===== src/rtl/plc_pkg.sv =====
/*
 * Shared constants of the clock-synthesizer control block: register map,
 * field positions, reset values and the serial frame layout.
 * Assumes nothing beyond a SystemVerilog compiler.
 */
`default_nettype none

package plc_pkg;

	// ****************************************************************
	// Register map
	// ****************************************************************
	localparam int          REG_W          = 5;
	localparam int          ADDR_W         = 4;
	localparam logic [3:0]  ADDR_LOOP_A    = 4'h0;
	localparam logic [3:0]  ADDR_LOOP_B    = 4'h1;
	localparam logic [3:0]  ADDR_TUNE_A    = 4'h2;
	localparam logic [3:0]  ADDR_TUNE_B    = 4'h3;
	localparam logic [3:0]  ADDR_OUT_EN    = 4'h4;

	// ****************************************************************
	// Field positions
	// ****************************************************************
	localparam int          LOOP_EN_BIT    = 0;
	localparam int          FIELD_LSB      = 1;
	localparam int          SYNC_EN_BIT    = 4;
	localparam int          OUT_A_EN_BIT   = 3;
	localparam int          OUT_B_EN_BIT   = 2;
	localparam int          LOCK_SEL1_BIT  = 1;
	localparam int          LOCK_SEL0_BIT  = 0;

	// Lock-detect selections, written as {bit1, bit0}.
	localparam logic [1:0]  LOCK_FORCE_LOW = 2'h0;
	localparam logic [1:0]  LOCK_SECOND    = 2'h1;
	localparam logic [1:0]  LOCK_FIRST     = 2'h2;
	localparam logic [1:0]  LOCK_BOTH      = 2'h3;

	// ****************************************************************
	// Reset values
	// ****************************************************************
	localparam logic [4:0]  RST_REG        = 5'h00;

	// ****************************************************************
	// Serial frame: read flag, address, then data, all MSB first
	// ****************************************************************
	localparam int          HEADER_BITS    = 1 + ADDR_W;
	localparam int          FRAME_BITS     = HEADER_BITS + REG_W;
	localparam logic [3:0]  HEADER_LAST    = 4'h4;
	localparam logic [3:0]  FRAME_LAST     = 4'h9;

	typedef enum logic [1:0]
	{
		PLC_IDLE = 2'b01,
		PLC_XFER = 2'b10
	} plc_state_t;

endpackage

`default_nettype wire


===== src/rtl/plc_ctrl.sv =====
/*
 * Control logic of a dual-loop clock synthesizer: serial command port,
 * command registers, output gating and the selectable lock indicator.
 * Assumes the analog loops report lock as plain levels and the serial
 * port clock runs well below a quarter of clk_sys.
 */
// Operation
// - second output runs only while second-loop enable set
// - tuning registers never steer this logic
// - output-enable register fields at D4 through D0
// - combined mode: high only when enabled loops locked
// - first-only mode follows first loop lock
// - second-only mode follows second loop lock
// - forced-low mode keeps indicator low
`default_nettype none

module plc_ctrl
(
	// Clock and reset
	input  wire logic                        clk_sys,
	input  wire logic                        sys_rst,
	// Serial command port pins
	input  wire logic                        port_sel_n,
	input  wire logic                        port_sclk,
	input  wire logic                        port_sdi,
	output logic                             port_sdo,
	output logic                             port_sdo_oe,
	// Lock reports from the analog loops
	input  wire logic                        first_loop_locked,
	input  wire logic                        second_loop_locked,
	// Controls toward the analog loops and output drivers
	output logic                             first_loop_run,
	output logic                             second_loop_run,
	output logic [plc_pkg::FIELD_LSB+2:0]    mode_field,
	output logic [plc_pkg::FIELD_LSB+2:0]    loop_multiplier,
	output logic                             frame_pulse_out_enable,
	output logic                             synth_out_a_gate,
	output logic                             synth_out_b_gate,
	output logic                             lock_indicator_out
);

	import plc_pkg::*;

	// ****************************************************************
	// Pin synchronisation
	// ****************************************************************
	logic [4:0] pins_s;
	logic       sel_act_s;
	logic       sclk_low_s;
	logic       sel_n_s;
	logic       sclk_s;
	logic       sdi_s;
	logic       lock_a_s;
	logic       lock_b_s;
	logic       sclk_q;
	logic       sclk_rise;
	logic       sclk_fall;

	// Select and sclk idle high, so they cross inverted: the synchroniser clears to
	// their idle level and no false frame start or sclk edge follows reset.
	plc_sync #(
		.WIDTH (5)
	) u_sync (
		.clk_sys  (clk_sys),
		.sys_rst  (sys_rst),
		.async_in ({~port_sel_n, ~port_sclk, port_sdi, first_loop_locked, second_loop_locked}),
		.sync_out (pins_s)
	);

	assign {sel_act_s, sclk_low_s, sdi_s, lock_a_s, lock_b_s} = pins_s;
	assign sel_n_s   = ~sel_act_s;
	assign sclk_s    = ~sclk_low_s;
	assign sclk_rise = sclk_s & ~sclk_q;
	assign sclk_fall = ~sclk_s & sclk_q;

	always_ff @(posedge clk_sys)
	begin
		if (sys_rst)
			sclk_q <= 1'b1;
		else
			sclk_q <= sclk_s;
	end

	// ****************************************************************
	// Serial frame engine
	// ****************************************************************
	plc_state_t          state;
	logic [3:0]          bit_cnt;
	logic [FRAME_BITS-2:0] shift_in;
	logic [REG_W-1:0]    rd_shift;
	logic                rd_active;
	logic                wr_strobe;
	logic [ADDR_W-1:0]   wr_addr;
	logic [REG_W-1:0]    wr_data;
	logic [ADDR_W-1:0]   hdr_addr;
	logic [REG_W-1:0]    reg_loop_a;
	logic [REG_W-1:0]    reg_loop_b;
	logic [REG_W-1:0]    reg_tune_a;
	logic [REG_W-1:0]    reg_tune_b;
	logic [REG_W-1:0]    reg_out_en;
	logic [REG_W-1:0]    rd_value;

	assign hdr_addr = {shift_in[2:0], sdi_s};

	// Unmapped addresses read as zero.
	always_comb
	begin
		unique case (hdr_addr)
			ADDR_LOOP_A: rd_value = reg_loop_a;
			ADDR_LOOP_B: rd_value = reg_loop_b;
			ADDR_TUNE_A: rd_value = reg_tune_a;
			ADDR_TUNE_B: rd_value = reg_tune_b;
			ADDR_OUT_EN: rd_value = reg_out_en;
			default:     rd_value = RST_REG;
		endcase
	end

	// A frame is abandoned whenever select rises, so a short frame writes nothing.
	always_ff @(posedge clk_sys)
	begin
		if (sys_rst)
		begin
			state     <= PLC_IDLE;
			bit_cnt   <= 4'h0;
			shift_in  <= '0;
			wr_strobe <= 1'b0;
			wr_addr   <= '0;
			wr_data   <= '0;
		end
		else
		begin
			wr_strobe <= 1'b0;
			unique case (state)
				PLC_IDLE:
				begin
					bit_cnt <= 4'h0;
					if (!sel_n_s)
						state <= PLC_XFER;
				end
				PLC_XFER:
				begin
					if (sel_n_s)
						state <= PLC_IDLE;
					else if (sclk_rise && bit_cnt <= FRAME_LAST)
					begin
						shift_in <= {shift_in[FRAME_BITS-3:0], sdi_s};
						bit_cnt  <= bit_cnt + 4'h1;
						if (bit_cnt == FRAME_LAST && !shift_in[FRAME_BITS-2])
						begin
							wr_strobe <= 1'b1;
							wr_addr   <= shift_in[7:4];
							wr_data   <= {shift_in[3:0], sdi_s};
						end
					end
				end
			endcase
		end
	end

	// Read data leave on falling edges so the host samples them on rising ones.
	always_ff @(posedge clk_sys)
	begin
		if (sys_rst)
		begin
			rd_active   <= 1'b0;
			rd_shift    <= '0;
			port_sdo    <= 1'b0;
			port_sdo_oe <= 1'b0;
		end
		else if (state != PLC_XFER || sel_n_s)
		begin
			rd_active   <= 1'b0;
			port_sdo_oe <= 1'b0;
		end
		else if (sclk_rise && bit_cnt == HEADER_LAST)
		begin
			rd_active <= shift_in[3];
			rd_shift  <= rd_value;
		end
		else if (sclk_fall && rd_active)
		begin
			port_sdo    <= rd_shift[REG_W-1];
			port_sdo_oe <= 1'b1;
			rd_shift    <= {rd_shift[REG_W-2:0], 1'b0};
		end
	end

	// ****************************************************************
	// Command registers
	// ****************************************************************
	always_ff @(posedge clk_sys)
	begin
		if (sys_rst)
		begin
			reg_loop_a <= RST_REG;
			reg_loop_b <= RST_REG;
			reg_tune_a <= RST_REG;
			reg_tune_b <= RST_REG;
			reg_out_en <= RST_REG;
		end
		else if (wr_strobe)
		begin
			unique case (wr_addr)
				ADDR_LOOP_A: reg_loop_a <= wr_data;
				ADDR_LOOP_B: reg_loop_b <= wr_data;
				// Tuning values are kept for read-back only.
				ADDR_TUNE_A: reg_tune_a <= wr_data;
				ADDR_TUNE_B: reg_tune_b <= wr_data;
				ADDR_OUT_EN: reg_out_en <= wr_data;
				default:     ;
			endcase
		end
	end

	// ****************************************************************
	// Output gating and lock indicator
	// ****************************************************************
	logic       a_en;
	logic       b_en;
	logic [1:0] lock_sel;
	logic       next_lock;

	assign a_en     = reg_loop_a[LOOP_EN_BIT];
	assign b_en     = reg_loop_b[LOOP_EN_BIT];
	assign lock_sel = {reg_out_en[LOCK_SEL1_BIT], reg_out_en[LOCK_SEL0_BIT]};

	always_comb
	begin
		unique case (lock_sel)
			// A disabled loop is treated as locked; no enabled loop means no lock.
			LOCK_BOTH:   next_lock = (a_en | b_en) & (~a_en | lock_a_s)
				& (~b_en | lock_b_s);
			LOCK_FIRST:  next_lock = lock_a_s;
			LOCK_SECOND: next_lock = lock_b_s;
			default:     next_lock = 1'b0;
		endcase
	end

	always_ff @(posedge clk_sys)
	begin
		if (sys_rst)
		begin
			first_loop_run         <= 1'b0;
			second_loop_run        <= 1'b0;
			mode_field             <= '0;
			loop_multiplier        <= '0;
			frame_pulse_out_enable <= 1'b0;
			synth_out_a_gate       <= 1'b0;
			synth_out_b_gate       <= 1'b0;
			lock_indicator_out     <= 1'b0;
		end
		else
		begin
			first_loop_run         <= a_en;
			second_loop_run        <= b_en;
			mode_field             <= reg_loop_a[REG_W-1:FIELD_LSB];
			loop_multiplier        <= reg_loop_b[REG_W-1:FIELD_LSB];
			frame_pulse_out_enable <= reg_out_en[SYNC_EN_BIT];
			synth_out_a_gate       <= a_en & reg_out_en[OUT_A_EN_BIT];
			synth_out_b_gate       <= b_en & reg_out_en[OUT_B_EN_BIT];
			lock_indicator_out     <= next_lock;
		end
	end

endmodule

`default_nettype wire


===== src/rtl/plc_sync.sv =====
/*
 * Two-flop synchroniser for a bundle of independent level inputs.
 * Assumes every bit is a slow level or a clock far below clk_sys.
 */
`default_nettype none

module plc_sync #(
	parameter int WIDTH = 1
) (
	// Clock and reset
	input  wire logic             clk_sys,
	input  wire logic             sys_rst,
	// Asynchronous levels in, synchronised levels out
	input  wire logic [WIDTH-1:0] async_in,
	output logic      [WIDTH-1:0] sync_out
);

	logic [WIDTH-1:0] meta;

	// The first stage feeds only the second; nothing else looks at it.
	always_ff @(posedge clk_sys)
	begin
		if (sys_rst)
		begin
			meta     <= '0;
			sync_out <= '0;
		end
		else
		begin
			meta     <= async_in;
			sync_out <= meta;
		end
	end

endmodule

`default_nettype wire

===== config.mk =====
export PLATFORM = sky130hd
export DESIGN_NAME = plc_ctrl
export DESIGN_NICKNAME = d
export VERILOG_FILES = /design/src/rtl/plc_pkg.sv /design/src/rtl/plc_ctrl.sv /design/src/rtl/plc_sync.sv
export SDC_FILE = /design/constraint.sdc
export NUM_CORES = 1
export LEC_CHECK = 0
export ABC_AREA = 1
export BUFFER_PORTS_ARGS = -buffer_cell sky130_fd_sc_hd__buf_4
export CORE_MARGIN = 4
export CORE_UTILIZATION = 53
export CTS_CLUSTER_DIAMETER = 30
export CTS_CLUSTER_SIZE = 40
export DETAILED_ROUTE_END_ITERATION = 8
export HOLD_SLACK_MARGIN = 0.03
export PLACE_DENSITY = 0.75
export SYNTH_ARGS = -nofsm -noshare
export SYNTH_HDL_FRONTEND = slang
export SYNTH_SLANG_ARGS = --single-unit

===== constraint.sdc =====
create_clock -name clk_sys -period 1.5 [get_ports clk_sys]
set_input_delay 0.075 -clock clk_sys [delete_from_list [all_inputs] [get_ports clk_sys]]
set_output_delay 0.075 -clock clk_sys [all_outputs]
set_load 0.05 [all_outputs]

==> results.sh <==
export IMPL_yosysSeqAreaShare=0.502
export IMPL_num_antenna_cells=0
export IMPL_fmax_mhz=661
export IMPL_dieArea_sq_um=7570
export IMPL_clock_latency_ps=350
export IMPL_grt_pass1_wl_um=12000
export IMPL_comb_power_share=0.035
export IMPL_synthArstFlopShare=0
export IMPL_port_buffers=22
export IMPL_dpl_hpwl_um=4790
export IMPL_period_needed_ps=1510
export IMPL_status="finished, violations left"
export IMPL_finalSetupViolations=3
export IMPL_core_area_sq_um=5990
export IMPL_setup_tns_final_ps=-31.5
export IMPL_hold_viol=0
export IMPL_wl_um=7650
export IMPL_crit_path_max_fanout=7
export IMPL_p_sw_w=0.000851
export IMPL_power_density_nw_per_um2=967
export IMPL_p_leak_nw=1.69
export IMPL_antenna_left=0
export IMPL_cts_buffers=9
export IMPL_avgSynthCellArea_sq_um=7.91
export IMPL_p_clk_frac=0.404
export IMPL_grt_antenna_before_repair=0
export IMPL_hold_class="in2reg"
export IMPL_grt_ovfl_total=0
export IMPL_stdcell_count=545
export IMPL_synth_area_sq_um=3310
export IMPL_worst_pin_slew_ps=411
export IMPL_arrival_ps=1760
export IMPL_synth_warnings=0
export IMPL_end_kind="register"
export IMPL_drtIter0Drc=193
export IMPL_cts_tree="built"
export IMPL_clkSinkCount=83
export IMPL_grt_max_degree=34
export IMPL_htreeDepth=3
export IMPL_cpPeakStageDelay_ps=340
export IMPL_cts_root_buf="clkbuf_8"
export IMPL_pwr_share_seq=0.562
export IMPL_syn2layout_area_growth_pct=24.3
export IMPL_maxCapViolCount=0
export IMPL_maxSlewHeadroom=0.726
export IMPL_cp_cell_sequence="inv_4, ha_4, nand2_4, nor3_4, buf_6, nand4_4, o21ai_1, nor2_1"
export IMPL_synth_xor_area_frac=0
export IMPL_synth_compound_area_frac=0.152
export IMPL_finalPower_w=0.00398
export IMPL_path_buf_inv=2
export IMPL_cp_start_kind="register"
export IMPL_place_congestion=0.894
export IMPL_cts_buffer_depth=2
export IMPL_drc=0
export IMPL_dp_cells=516
export IMPL_vias=2865
export IMPL_synth_simple_gate_area_frac=0.228
export IMPL_dr_pass1_iters=5
export IMPL_synthAdderAreaFrac=0.0151
export IMPL_nNetsFinal=477
export IMPL_setup_slack_ps=-13.7
export IMPL_rows=28
export IMPL_clock_skew_ps=4.63
export IMPL_required_ps=1750
export IMPL_io_pins=23
export IMPL_synthMuxAreaShare=0
export IMPL_irDropWorstVdd_uv=559
export IMPL_yosysUniqueCellTypes=27
export IMPL_grt_use_total=0.203
export IMPL_avgRoutedWirePerCell_um=14.0
export IMPL_synthCells=418
export IMPL_start_util=0.552
export IMPL_switching_share=0.214
export IMPL_crit_slowest_cell="dfxtp_2"
export IMPL_intPower_w=0.00313
export IMPL_worstSetupPathType="reg2reg"
export IMPL_violations="setup timing"
export IMPL_final_max_slew_viol_count=0
export IMPL_synth_seq_cells=83
export IMPL_cts_reportedPaths_clkPinSlew_ps=80
export IMPL_rsz0062_at_grt="true"
export IMPL_synth_top_family_by_area="simple AND/OR/NAND/NOR gates"
export IMPL_fin_crit_sh=1.01
export IMPL_via_per_inst=5.26
export IMPL_dieWidth_um=87.0
export IMPL_chipHeight_um=87.0
export IMPL_ys_flop_type="dfxtp_1"
export IMPL_postSynthNetCount=429
export IMPL_synth_enable_flop_cells=0
export IMPL_first_global_vias=2653
export IMPL_cp_top_family="simple AND/OR/NAND/NOR gates"
export IMPL_drive_above_1_share=0.221
[kinds of logic (layout without fill, tap and decap cells)]
kind of cell / Yosys count / count (layout)
flip-flops: 83 / 83
adder cells (fa/ha/maj): 4 / 4
buffers and inverters: 84 / 135
AO/OA/AOI/OAI: 99 / 99
AND/OR/NAND/NOR: 148 / 149
[worst reg2reg max path: cells and delay by family (launching register included)]
kind	cells	cell delay (ps)
compound gates	1	160
flops	1	340
fa+ha+maj	1	170
buf+inv	2	230
simple gates	4	500
[synth_stat cells, types with 3 or more instances]
| cell | n | area share |
|---|---|---|
| a21oi_1 | 50 | 0.076 |
| buf_6 | 3 | 0.010 |
| clkbuf_1 | 6 | 0.0068 |
| dfxtp_1 | 83 | 0.50 |
| ha_1 | 4 | 0.015 |
| inv_1 | 69 | 0.078 |
| nand2_1 | 47 | 0.053 |
| nand2_2 | 3 | 0.0057 |
| nand3_1 | 28 | 0.042 |
| nand3_2 | 5 | 0.015 |
| nand4_1 | 5 | 0.0095 |
| nor2_1 | 46 | 0.052 |
| nor2_4 | 4 | 0.014 |
| nor3_1 | 3 | 0.0045 |
| nor3_4 | 3 | 0.015 |
| o21ai_0 | 40 | 0.061 |
| o21ai_1 | 7 | 0.011 |
[per-layer routing]
| metal | part of all wire | up-vias | global-route usage |
|---|---|---|---|
| met5 | 0 | - | 0 |
| li1 | - | 1439 | - |
| met4 | 0.023 | 0 | 0.0963 |
| met2 | 0.49 | 84 | 0.343 |
| met1 | 0.44 | 1323 | 0.247 |
| met3 | 0.044 | 19 | 0.0397 |
[layout by cell type, fill, tap and decap left out, types with 2 or more instances in the layout]
| master | instances |
|---|---|
| dfxtp_1 | 81 |
| inv_1 | 66 |
| nor2_1 | 44 |
| a21oi_1 | 44 |
| nand2_1 | 43 |
| o21ai_0 | 37 |
| buf_4 | 37 |
| nand3_1 | 27 |
| clkbuf_8 | 11 |
| o21ai_1 | 6 |
| nand3_2 | 5 |
| nand4_1 | 5 |
| dlygate4sd3_1 | 5 |
| nand2_2 | 4 |
| nor2_4 | 4 |
| o21ai_2 | 4 |
| a21oi_2 | 4 |
| inv_4 | 3 |
| nor3_4 | 3 |
| inv_2 | 3 |
| nand2_4 | 3 |
| nor2_2 | 3 |
| nor3_1 | 3 |
| buf_6 | 3 |
| nand3_4 | 2 |
| nand4_4 | 2 |
| a21oi_4 | 2 |
| ha_1 | 2 |
| ha_4 | 2 |
| clkbuf_1 | 2 |
| buf_12 | 2 |
[registers in the layout, indices dropped and copies added, names as in the netlist, 2 cells and up]
signal / count
shift_in: 9
reg_tune_a: 5
rd_shift: 5
wr_addr: 4
u_sync.meta: 5
bit_cnt: 4
u_sync.sync_out: 5
state: 2
reg_loop_a: 5
loop_multiplier: 4
reg_loop_b: 5
reg_tune_b: 5
reg_out_en: 5
mode_field: 4
wr_data: 5
[worst paths after layout]
kind	from	to	slack, ps	cells past startpoint
worst max register to register	bit_cnt[1]	wr_data[3]	-10	8
worst min-delay path	sys_rst	sclk_q	100	3
worst min register to register	u_sync.meta[2]	u_sync.sync_out[2]	410	2
worst max-delay path	bit_cnt[1]	wr_data[3]	-10	8
[layout make-up]
class / instances / area, sq um
fill: 476 / 1880
sequential: 83 / 1670
multi-input combinational: 252 / 1450
timing repair buffer: 48 / 427
inverter: 72 / 278
clock buffer: 13 / 159
tap: 75 / 93.8
clock inverter: 2 / 35.0
[metrics by stage]
step                 util  hold slack, ps  area [sq um]  setup slack, ps
floorplan               -             142          3310             72.8
global placement    0.604             226          3620             73.7
detailed placement  0.604             229          3620            -25.7
CTS                 0.647            87.8          3870             2.21
global route        0.687             131          4110             -101
finish              0.687             101          4110            -13.7
[timing repair]
action                                 CTS  global route
setup endpoints to repair                9            25
cloned                                   0             2
hold buffers                             5             0
pin swaps                                1            13
buffers inserted                         0             7
endpoints found under the hold margin    5             0
gates resized for setup                  4            40
[power groups by stage]
stage / clock network (W) / logic [W] / registers [W]
global route: 0.00174 / 0.000158 / 0.00224
detailed placement: 0 / 0.000121 / 0.00229
floorplan: 0 / 0.0000796 / 0.00228
CTS: 0.00161 / 0.000132 / 0.00223
finish: 0.00160 / 0.000139 / 0.00223
global placement: 0 / 0.000118 / 0.00229
(Power assumes the default switching activity.)
